===== config.mk =====
export PLATFORM = sky130hd
export DESIGN_NAME = csf_status_flags
export DESIGN_NICKNAME = d
export VERILOG_FILES = /design/src/csf_alu_flags.v /design/src/csf_status_flags.v
export VERILOG_INCLUDE_DIRS = /design/src
export SDC_FILE = /design/constraint.sdc
export NUM_CORES = 1
export LEC_CHECK = 0
export BUFFER_PORTS_ARGS = -buffer_cell sky130_fd_sc_hd__buf_2
export CORE_AREA = 2 2 85 87
export CTS_BUF_LIST = sky130_fd_sc_hd__clkbuf_4 sky130_fd_sc_hd__clkbuf_8
export CTS_CLUSTER_DIAMETER = 60
export DETAILED_ROUTE_END_ITERATION = 12
export DIE_AREA = 0 0 87 89
export PLACE_DENSITY = 0.68
export SLEW_MARGIN = 20
export SYNTH_ARGS = -nofsm -noshare
export SYNTH_HDL_FRONTEND = slang
export SYNTH_HIERARCHICAL = 1
export SYNTH_SLANG_ARGS = --single-unit
export TNS_END_PERCENT = 30

===== constraint.sdc =====
create_clock -name clk_sys_i -period 1.7 [get_ports clk_sys_i]
set_input_delay 0.34 -clock clk_sys_i [delete_from_list [all_inputs] [get_ports clk_sys_i]]
set_output_delay 0.34 -clock clk_sys_i [all_outputs]
set_load 0.03 [all_outputs]

===== src/csf_regs.vh =====
// register map and field constants for the cpu status flag block
`ifndef CSF_REGS_VH
`define CSF_REGS_VH

`define CSF_ADDR_W 4
`define CSF_ADDR_STATUS 4'h0
`define CSF_ADDR_CTRL 4'h1
`define CSF_ADDR_INTCON 4'h2

`define CSF_STATUS_RESET 16'h0000
`define CSF_CTRL_RESET 16'h0000
`define CSF_INTCON_RESET 16'h0000

`define CSF_BIT_ACCA_CLIP 11
`define CSF_BIT_ACCB_CLIP 10
`define CSF_BIT_COMB_CLIP 9
`define CSF_PRI_HI 7
`define CSF_PRI_LO 5
`define CSF_BIT_REPEAT 4
`define CSF_BIT_NEG 3
`define CSF_BIT_WRAP 2
`define CSF_BIT_ZERO 1
`define CSF_BIT_CARRY 0

`define CSF_BIT_PRI_UPPER 3
`define CSF_BIT_NEST_DIS 15

`define CSF_PRI_TOP 3'h7
`define CSF_READ_NONE 16'h0000

`endif


===== src/csf_alu_flags.v =====
// flag computation from one alu result
`timescale 1ns/10ps
module csf_alu_flags (
  input wire [15:0] result_i,
  input wire carry_out_i,
  input wire op_a_sign_i,
  input wire op_b_sign_i,
  input wire is_sub_i,
  output wire neg_o,
  output wire wrap_o,
  output wire zero_o,
  output wire carry_o
);
  wire eff_b_sign;
  assign eff_b_sign = op_b_sign_i ^ is_sub_i;
  assign neg_o = result_i[15];
  // operands agree in sign, result disagrees
  assign wrap_o = (op_a_sign_i == eff_b_sign) && (result_i[15] != op_a_sign_i);
  assign zero_o = (result_i == 16'h0000);
  assign carry_o = carry_out_i;
endmodule // csf_alu_flags


===== src/csf_status_flags.v =====
// cpu status flag register with software port
`timescale 1ns/10ps
`include "csf_regs.vh"
module csf_status_flags (
  input wire clk_sys_i,
  input wire reset_i,
  input wire [`CSF_ADDR_W-1:0] addr_i,
  input wire [15:0] wdata_i,
  input wire wr_i,
  input wire rd_i,
  output reg [15:0] rdata_o,
  input wire alu_valid_i,
  input wire [15:0] alu_result_i,
  input wire alu_carry_i,
  input wire alu_a_sign_i,
  input wire alu_b_sign_i,
  input wire alu_sub_i,
  input wire upd_neg_i,
  input wire upd_wrap_i,
  input wire upd_zero_i,
  input wire upd_carry_i,
  input wire repeat_active_i,
  input wire clip_a_set_i,
  input wire clip_b_set_i,
  input wire pri_load_i,
  input wire [2:0] pri_load_val_i,
  output wire [3:0] cpu_level_o,
  output wire user_irq_off_o,
  output wire [15:0] cpu_status_flags_o
);
  // ****************************************
  // state
  // ****************************************
  reg [2:0] cpu_priority_field;
  reg neg_flag;
  reg signed_wrap_flag;
  reg zero_flag;
  reg carry_flag;
  reg acc_a_clip_flag;
  reg acc_b_clip_flag;
  reg repeat_flag;
  reg [15:0] core_control_reg;
  reg [15:0] interrupt_control_one;
  wire priority_upper_bit;
  wire nesting_disable_bit;
  wire combined_clip_flag;
  wire f_neg;
  wire f_wrap;
  wire f_zero;
  wire f_carry;
  wire wr_status;
  reg [15:0] status_word;
  reg [15:0] next_core_ctrl;
  reg [15:0] next_intcon;
  reg [2:0] next_priority;
  reg next_neg;
  reg next_wrap;
  reg next_zero;
  reg next_carry;
  reg next_clip_a;
  reg next_clip_b;
  reg [15:0] next_rdata;
  wire alu_neg_upd;
  wire alu_wrap_upd;
  wire alu_zero_upd;
  wire alu_carry_upd;
  wire pri_write_ok;

  localparam [15:0] STATUS_RST = `CSF_STATUS_RESET;

  // ****************************************
  // decode helpers
  // ****************************************
  function field_sel;
    input [`CSF_ADDR_W-1:0] a;
    input [`CSF_ADDR_W-1:0] target;
    begin
      field_sel = (a == target);
    end
  endfunction

  function alu_takes;
    input valid;
    input enable;
    begin
      alu_takes = valid && enable;
    end
  endfunction

  assign priority_upper_bit = core_control_reg[`CSF_BIT_PRI_UPPER];
  assign nesting_disable_bit = interrupt_control_one[`CSF_BIT_NEST_DIS];
  assign combined_clip_flag = acc_a_clip_flag | acc_b_clip_flag;
  assign wr_status = wr_i && field_sel(addr_i, `CSF_ADDR_STATUS);
  assign pri_write_ok = wr_status && !nesting_disable_bit;

  // ****************************************
  // alu update qualifiers
  // ****************************************
  assign alu_neg_upd = alu_takes(alu_valid_i, upd_neg_i);
  assign alu_wrap_upd = alu_takes(alu_valid_i, upd_wrap_i);
  assign alu_zero_upd = alu_takes(alu_valid_i, upd_zero_i);
  assign alu_carry_upd = alu_takes(alu_valid_i, upd_carry_i);

  csf_alu_flags u_flags (
    .result_i(alu_result_i),
    .carry_out_i(alu_carry_i),
    .op_a_sign_i(alu_a_sign_i),
    .op_b_sign_i(alu_b_sign_i),
    .is_sub_i(alu_sub_i),
    .neg_o(f_neg),
    .wrap_o(f_wrap),
    .zero_o(f_zero),
    .carry_o(f_carry)
  );

  // ****************************************
  // status word assembly
  // ****************************************
  always @* begin
    status_word = 16'h0000;
    status_word[`CSF_BIT_ACCA_CLIP] = acc_a_clip_flag;
    status_word[`CSF_BIT_ACCB_CLIP] = acc_b_clip_flag;
    status_word[`CSF_BIT_COMB_CLIP] = combined_clip_flag;
    status_word[`CSF_PRI_HI:`CSF_PRI_LO] = cpu_priority_field;
    status_word[`CSF_BIT_REPEAT] = repeat_flag;
    status_word[`CSF_BIT_NEG] = neg_flag;
    status_word[`CSF_BIT_WRAP] = signed_wrap_flag;
    status_word[`CSF_BIT_ZERO] = zero_flag;
    status_word[`CSF_BIT_CARRY] = carry_flag;
  end

  // ****************************************
  // status and level outputs
  // ****************************************
  assign cpu_status_flags_o = status_word;
  assign cpu_level_o = {priority_upper_bit, cpu_priority_field};
  assign user_irq_off_o = (cpu_priority_field == `CSF_PRI_TOP);

  // ****************************************
  // control registers
  // ****************************************
  always @* begin
    next_core_ctrl = core_control_reg;
    next_intcon = interrupt_control_one;
    if (wr_i && field_sel(addr_i, `CSF_ADDR_CTRL)) begin
      next_core_ctrl = wdata_i;
    end
    if (wr_i && field_sel(addr_i, `CSF_ADDR_INTCON)) begin
      next_intcon = wdata_i;
    end
  end

  // ****************************************
  // control register state
  // ****************************************
  always @(posedge clk_sys_i) begin
    if (reset_i) begin
      core_control_reg <= `CSF_CTRL_RESET;
      interrupt_control_one <= `CSF_INTCON_RESET;
    end else begin
      core_control_reg <= next_core_ctrl;
      interrupt_control_one <= next_intcon;
    end
  end

  // ****************************************
  // priority field next value
  // ****************************************
  always @* begin
    next_priority = cpu_priority_field;
    if (pri_load_i) begin
      next_priority = pri_load_val_i;
    end else if (pri_write_ok) begin
      next_priority = wdata_i[`CSF_PRI_HI:`CSF_PRI_LO];
    end
  end

  // ****************************************
  // priority and repeat state
  // ****************************************
  always @(posedge clk_sys_i) begin
    if (reset_i) begin
      cpu_priority_field <= STATUS_RST[`CSF_PRI_HI:`CSF_PRI_LO];
      repeat_flag <= STATUS_RST[`CSF_BIT_REPEAT];
    end else begin
      cpu_priority_field <= next_priority;
      repeat_flag <= repeat_active_i;
    end
  end

  // ****************************************
  // alu flags
  // ****************************************
  // alu update beats software write, flag by flag
  always @* begin
    next_neg = neg_flag;
    next_wrap = signed_wrap_flag;
    next_zero = zero_flag;
    next_carry = carry_flag;
    if (alu_neg_upd) begin
      next_neg = f_neg;
    end else if (wr_status) begin
      next_neg = wdata_i[`CSF_BIT_NEG];
    end
    if (alu_wrap_upd) begin
      next_wrap = f_wrap;
    end else if (wr_status) begin
      next_wrap = wdata_i[`CSF_BIT_WRAP];
    end
    if (alu_zero_upd) begin
      next_zero = f_zero;
    end else if (wr_status) begin
      next_zero = wdata_i[`CSF_BIT_ZERO];
    end
    if (alu_carry_upd) begin
      next_carry = f_carry;
    end else if (wr_status) begin
      next_carry = wdata_i[`CSF_BIT_CARRY];
    end
  end

  // ****************************************
  // alu flag state
  // ****************************************
  always @(posedge clk_sys_i) begin
    if (reset_i) begin
      neg_flag <= STATUS_RST[`CSF_BIT_NEG];
      signed_wrap_flag <= STATUS_RST[`CSF_BIT_WRAP];
      zero_flag <= STATUS_RST[`CSF_BIT_ZERO];
      carry_flag <= STATUS_RST[`CSF_BIT_CARRY];
    end else begin
      neg_flag <= next_neg;
      signed_wrap_flag <= next_wrap;
      zero_flag <= next_zero;
      carry_flag <= next_carry;
    end
  end

  // ****************************************
  // accumulator clip flags
  // ****************************************
  always @* begin
    next_clip_a = acc_a_clip_flag;
    next_clip_b = acc_b_clip_flag;
    if (wr_status) begin
      if (!wdata_i[`CSF_BIT_COMB_CLIP]) begin
        next_clip_a = wdata_i[`CSF_BIT_ACCA_CLIP];
        next_clip_b = wdata_i[`CSF_BIT_ACCB_CLIP];
      end else begin
        next_clip_a = wdata_i[`CSF_BIT_ACCA_CLIP] | acc_a_clip_flag;
        next_clip_b = wdata_i[`CSF_BIT_ACCB_CLIP] | acc_b_clip_flag;
      end
    end
    // hardware set wins over software clear
    if (clip_a_set_i) begin
      next_clip_a = 1'b1;
    end
    if (clip_b_set_i) begin
      next_clip_b = 1'b1;
    end
  end

  // ****************************************
  // clip flag state
  // ****************************************
  always @(posedge clk_sys_i) begin
    if (reset_i) begin
      acc_a_clip_flag <= STATUS_RST[`CSF_BIT_ACCA_CLIP];
      acc_b_clip_flag <= STATUS_RST[`CSF_BIT_ACCB_CLIP];
    end else begin
      acc_a_clip_flag <= next_clip_a;
      acc_b_clip_flag <= next_clip_b;
    end
  end

  // ****************************************
  // read port
  // ****************************************
  always @* begin
    next_rdata = rdata_o;
    if (rd_i) begin
      if (field_sel(addr_i, `CSF_ADDR_STATUS)) begin
        next_rdata = status_word;
      end else if (field_sel(addr_i, `CSF_ADDR_CTRL)) begin
        next_rdata = core_control_reg;
      end else if (field_sel(addr_i, `CSF_ADDR_INTCON)) begin
        next_rdata = interrupt_control_one;
      end else begin
        next_rdata = `CSF_READ_NONE;
      end
    end
  end

  // ****************************************
  // read data state
  // ****************************************
  always @(posedge clk_sys_i) begin
    if (reset_i) begin
      rdata_o <= `CSF_READ_NONE;
    end else begin
      rdata_o <= next_rdata;
    end
  end
endmodule // csf_status_flags


# Word level (Yosys, flattened, before mapping)
# Cells that the tools add are included.
# Widths: inputs -> output; s select.
[word_totals] ff_bits=58 inputBits=56 out_inout_bits=37 word_cells=58
[op_classes] n_eq_ne=5 n_mux=19 bitwise=4 reduce_logical=19
[op_table] operator="$mux 16" count=3
[op_table] operator="$logic_not 16->1" count=1
[op_table] operator="$mux 1" count=14
[op_table] operator="$reduce_bool 2->1" count=7
[op_table] operator="$logic_and 1x1->1" count=9
[op_table] operator="$mux 3" count=2
[op_table] operator="$eq 4x1->1 const B" count=1
[op_table] operator="$eq 4x2->1 const B" count=1
[op_table] operator="$logic_not 4->1" count=1
[op_table] operator="$eq 3x3->1 const B" count=1
[op_table] operator="$or 1x1->1" count=3
[op_table] operator="$eq 1x1->1" count=1
[op_table] operator="$logic_not 1->1" count=1
[op_table] operator="$ne 1x1->1" count=1
[op_table] operator="$xor 1x1->1" count=1

# Depth between registers and ports, before layout
[logic_depth] ltp_word=5 mapped_depth=7 depth_no_buf=4

# Cells and area by module
# The synthesis kept the hierarchy.
[by_module_without_submodules] module="csf_status_flags" n_inst=1 cells_per_inst=343 area_each_um2=2703.8 seq_area_each_um2=1161.1
[by_module_without_submodules] module="csf_alu_flags" n_inst=1 cells_per_inst=11 area_each_um2=83.8 seq_area_each_um2=0.0

# Worst setup path before layout
# No wires, ideal clock.
[synth_path] path_type="input port to flip-flop" from="input port addr_i[3]" to="register core_control_reg[10]" setup_ns=0.142 t_arrival_ns=1.177 t_required_ns=1.558 path_slack_ns=0.381 stages=6 n_path_buf=2 cell_sequence="nor3b_2 > buf_4 > nand2_1 > buf_2 > nand2_1 > a21oi_2"
[synth_between] elab_chain_cells=2
[synth_rtl] element="start: declaration" line_no="csf_status_flags.v:7" text="input wire [`CSF_ADDR_W-1:0] addr_i,"
[synth_rtl] element="$eq 4x1->1" line_no="csf_status_flags.v:78" text="field_sel = (a == target);"
[synth_rtl] element="$logic_and 1x1->1" line_no="csf_status_flags.v:145" text="if (wr_i && field_sel(addr_i, `CSF_ADDR_CTRL)) begin"
[synth_rtl] element="end signal: assignment" line_no="csf_status_flags.v:158" text="core_control_reg <= `CSF_CTRL_RESET;"
[synth_rtl] element="end signal: assignment" line_no="csf_status_flags.v:161" text="core_control_reg <= next_core_ctrl;"
[synth_rtl] element="end: declaration" line_no="csf_status_flags.v:42" text="reg [15:0] core_control_reg;"
# No other way between the ends.
# A chain may end at the register's enable or synchronous reset.

# Worst setup path after layout
[layout_path] from="register acc_b_clip_flag" to="output port cpu_status_flags_o[9]"
[layout_between] elab_chain_cells=1
[layout_rtl] element="start: declaration" line_no="csf_status_flags.v:40" text="reg acc_b_clip_flag;"
[layout_rtl] element="start signal: assignment" line_no="csf_status_flags.v:269" text="acc_b_clip_flag <= STATUS_RST[`CSF_BIT_ACCB_CLIP];"
[layout_rtl] element="start signal: assignment" line_no="csf_status_flags.v:272" text="acc_b_clip_flag <= next_clip_b;"
[layout_rtl] element="$or 1x1->1" line_no="csf_status_flags.v:92" text="assign combined_clip_flag = acc_a_clip_flag | acc_b_clip_flag;"
[layout_rtl] element="end: declaration" line_no="csf_status_flags.v:29" text="output wire [15:0] cpu_status_flags_o"
# No other way between the ends.

==> flow_summary.html <==
<table>
<tr><th>Metric</th><th>Value</th></tr>
<tr><th colspan="2">Yosys</th></tr>
<tr><td>Sequential fraction of the synthesis area</td><td>about two fifths</td></tr>
<tr><td>Library cells used by synthesis</td><td>39</td></tr>
<tr><td>Cell type with the highest aggregate area in the netlist</td><td>sky130_fd_sc_hd__dfxtp_1</td></tr>
<tr><td>Asr flop ratio synth</td><td>0%</td></tr>
<tr><td>Number of synthesis warnings</td><td>6</td></tr>
<tr><td>#FFs+latches synth</td><td>58</td></tr>
<tr><td>Synth Instances</td><td>354</td></tr>
<tr><td>Commonest register cell after synthesis</td><td>sky130_fd_sc_hd__dfxtp_1</td></tr>
<tr><td>Post-Synthesis Mean Instance Area</td><td>7.87 sq um</td></tr>
<tr><td>Share of Yosys cell area claimed by the top area cell type</td><td>41.7%</td></tr>
<tr><td>Post-synth EDFFs</td><td>0</td></tr>
<tr><td>Post-Syn Area</td><td>between 2000 and 3000 sq um</td></tr>
<tr><td>Largest cells by area after synthesis</td><td>sky130_fd_sc_hd__dfxtp_1 (42%), sky130_fd_sc_hd__nand2_1 (13%), sky130_fd_sc_hd__buf_4 (5.4%)</td></tr>
<tr><th colspan="2">Placed design</th></tr>
<tr><td>Total instance count after detailed placement</td><td>500</td></tr>
<tr><td>Placed Instance Area</td><td>3180 sq um</td></tr>
<tr><td>DPL Wire Length</td><td>5120 microns</td></tr>
<tr><td>Count of input and output buffers</td><td>87</td></tr>
<tr><td>Weighted congestion at the end of routability-driven global placement</td><td>approximately 0.77</td></tr>
<tr><td>Pre-CTS setup slack</td><td>0.171 ns</td></tr>
<tr><th colspan="2">STA</th></tr>
<tr><td>Pins over their slew limit</td><td>0</td></tr>
<tr><td>Total count of hold-check failures in the final report</td><td>0</td></tr>
<tr><td>Total negative setup slack</td><td>0 ns</td></tr>
<tr><td>Total setup violations reported at the end of the flow</td><td>0</td></tr>
<tr><td>Achievable clock frequency</td><td>670 MHz</td></tr>
<tr><td>Minimum period implied by the final worst setup slack</td><td>1.49 ns</td></tr>
<tr><td>Unrepaired setup endpoints after global routing</td><td>false</td></tr>
<tr><td>Final clock period utilization by the worst path</td><td>slightly below 90%</td></tr>
<tr><td>Final critical-path setup slack</td><td>0.209 ns</td></tr>
<tr><td>Clock skew</td><td>0.00654 ns</td></tr>
<tr><th colspan="2">Layout</th></tr>
<tr><td># nets final</td><td>487</td></tr>
<tr><td>Final core utilization</td><td>between 50% and 60%</td></tr>
<tr><td>Final std cell area, no fill</td><td>3380 sq um</td></tr>
<tr><td>Non-filler instance count after layout</td><td>516</td></tr>
<tr><td>Number of diodes added for antenna fixing</td><td>0</td></tr>
<tr><td>Number of filler instances in the final layout</td><td>671</td></tr>
<tr><td>Most frequent standard cell in the layout excluding fill and tap cells</td><td>sky130_fd_sc_hd__nand2_1</td></tr>
<tr><td>Area growth from synthesis to layout</td><td>21.3%</td></tr>
<tr><td>Proportion of layout cells with a drive suffix above 1</td><td>roughly 34%</td></tr>
<tr><td>Commonest non-fill, non-tap cells in the layout</td><td>sky130_fd_sc_hd__nand2_1 (93), sky130_fd_sc_hd__buf_2 (87), sky130_fd_sc_hd__dfxtp_1 (58)</td></tr>
<tr><th colspan="2">Drt</th></tr>
<tr><td>Top metal layer carrying routed signals</td><td>met4</td></tr>
<tr><td>Drt first-iter violations</td><td>104</td></tr>
<tr><td>Total length of routed met2 wires</td><td>3370 microns</td></tr>
<tr><td>Via count</td><td>approximately 2600</td></tr>
<tr><td>Detailed-router iteration count before antenna repair</td><td>4</td></tr>
<tr><td>Average routed wire per standard cell</td><td>13.3 microns</td></tr>
<tr><td>Number of remaining DRC errors</td><td>0</td></tr>
<tr><td>M1 WL</td><td>a little under 3000 microns</td></tr>
<tr><td>Remaining antenna violation count after routing</td><td>0</td></tr>
<tr><td>Total length of routed wires</td><td>6880 microns</td></tr>
<tr><td>Number of vias per cell after detailed routing</td><td>4.99</td></tr>
<tr><td>Total met3 wirelength after detailed routing</td><td>between 500 and 600 microns</td></tr>
<tr><th colspan="2">GRT</th></tr>
<tr><td>Via count of the first global-routing pass</td><td>2455</td></tr>
<tr><td>Number of antenna violations at the first check in global routing</td><td>0</td></tr>
<tr><td>Remaining global-route overflow</td><td>0</td></tr>
<tr><td>Global-route wire length before repair</td><td>around 12000 microns</td></tr>
<tr><td>All-layer global routing usage</td><td>19.2%</td></tr>
<tr><td>Pin count of the biggest net entering global routing</td><td>37</td></tr>
<tr><th colspan="2">Min path</th></tr>
<tr><td>Worst hold-check path type</td><td>input pin to flop</td></tr>
<tr><th colspan="2">Clocking</th></tr>
<tr><td>Post-cts sizing count</td><td>0</td></tr>
<tr><td>Total CTS buffers</td><td>9</td></tr>
<tr><td>Clk_lat worst skew</td><td>between 0.3 and 0.4 ns</td></tr>
<tr><td>Cell at the root of the clock tree</td><td>sky130_fd_sc_hd__clkbuf_8</td></tr>
<tr><td>Max Buffers Root-to-Sink</td><td>2</td></tr>
<tr><td>Clock tree from TritonCTS</td><td>done</td></tr>
<tr><td>CTS Hold Bufs</td><td>0</td></tr>
<tr><td>CTS sink count</td><td>58</td></tr>
<tr><td>Clock slew at the register clock pins of the worst setup and hold paths</td><td>0.07 ns</td></tr>
<tr><td>H-tree levels</td><td>3</td></tr>
<tr><td>Post-CTS setup buffer count</td><td>0</td></tr>
<tr><th colspan="2">Pwr</th></tr>
<tr><td>Worst-case vdd ir drop</td><td>0.735 mV</td></tr>
<tr><td>Total power density per cell area</td><td>907 nW/um^2</td></tr>
<tr><td>Static leakage power</td><td>0.00138 uW</td></tr>
<tr><th colspan="2">Floorplanning</th></tr>
<tr><td>Die ar.</td><td>slightly below 8000 sq um</td></tr>
<tr><td>Number of core rows</td><td>30</td></tr>
<tr><td>Horiz. Die Dim</td><td>87 microns</td></tr>
<tr><td>Initial Utilization</td><td>around two fifths</td></tr>
<tr><td>Overall die height</td><td>just under 90 microns</td></tr>
<tr><td>Io pins</td><td>93</td></tr>
<tr><td>Core area</td><td>6720 sq um</td></tr>
<tr><th colspan="2">Setup path</th></tr>
<tr><td>Element type at the critical path end</td><td>output pin</td></tr>
<tr><td>CP Data Required Time</td><td>1.36 ns</td></tr>
<tr><td>Worst Setup Path Type</td><td>flop to output pin</td></tr>
<tr><td>Element type at the critical path start</td><td>flop</td></tr>
<tr><td>Maximum fanout along the worst path</td><td>4</td></tr>
<tr><td>Worst path arrival time</td><td>around 1.2 ns</td></tr>
<tr><th colspan="2">Flow run</th></tr>
<tr><td>Max-cap check violation count</td><td>0</td></tr>
<tr><th colspan="2">Run status</th></tr>
<tr><td>Status</td><td>finished clean</td></tr>
</table>
final cells by class:
class	count	area (sq um)	share of cell area [%]
repair buffers	103	568	16.8
clock buffers	11	151	4.48
clock inverters	5	52.6	1.55
multi-input cells	244	1290	38.2
well taps	80	100	2.96
flip-flops and latches	58	1160	34.3
inverters	15	56.3	1.66
where the power goes:
part           total (uW)  switching [uW]  internal (uW)  leakage [uW]
Clock                1280             536            748      0.000105
Combinational         374             238            136      0.000803
Sequential           1410            21.3           1390      0.000470
metal layers:
| layer | track usage (%) | vias up |
|---|---|---|
| met4 | 5.40 | 0 |
| met5 | 0 | - |
| met1 | 23.8 | 1183 |
| li1 | - | 1316 |
| met3 | 6.56 | 7 |
| met2 | 31.9 | 70 |
metrics by stage:
step | power (uW) | hold WS [ns]
3_3_place_gp | 1810 | 0.440
3_5_place_dp | 1820 | 0.440
5_1_grt | 3200 | 0.229
4_1_cts | 3100 | 0.199
6_report | 3070 | 0.212
2_1_floorplan | 1700 | 0.429
synthesized netlist by cell type, types with 3 or more instances:
library cell,number
sky130_fd_sc_hd__clkbuf_1,9
sky130_fd_sc_hd__o21ai_0,27
sky130_fd_sc_hd__buf_6,4
sky130_fd_sc_hd__a221oi_2,3
sky130_fd_sc_hd__nand3_1,4
sky130_fd_sc_hd__a311oi_1,4
sky130_fd_sc_hd__a21oi_2,16
sky130_fd_sc_hd__inv_1,15
sky130_fd_sc_hd__a32oi_1,11
sky130_fd_sc_hd__nor2_1,27
sky130_fd_sc_hd__a22oi_1,5
sky130_fd_sc_hd__buf_4,20
sky130_fd_sc_hd__nor4_1,4
sky130_fd_sc_hd__dfxtp_1,58
sky130_fd_sc_hd__nand2_1,93
sky130_fd_sc_hd__buf_2,5
sky130_fd_sc_hd__a21oi_1,21
logic make-up after synthesis:
logic type	after synthesis	share of synthesized area, %
simple gates	147	23.0
compound gates	90	22.0
flops	58	41.7
buf+inv	56	12.5
xor+xnor	1	0.314
mux	1	0.359
other cells	1	0.135
final timing paths:
path	start	to	slack (ns)	depth (start not counted)
setup reg to reg	interrupt_control_one[15]	cpu_priority_field[2]	0.46	4
setup / recovery	acc_b_clip_flag	cpu_status_flags_o[9]	0.21	2
hold / removal	repeat_active_i	repeat_flag	0.21	2
hold reg to reg	rdata_o[12]	rdata_o[12]	0.45	2
critical path, cell delays in order, from the launching register on:
cell,delay (ns)
sky130_fd_sc_hd__dfxtp_1,0.33
sky130_fd_sc_hd__or2_2,0.30
sky130_fd_sc_hd__buf_2,0.18
Note: power is estimated with default switching activity, not from simulation.
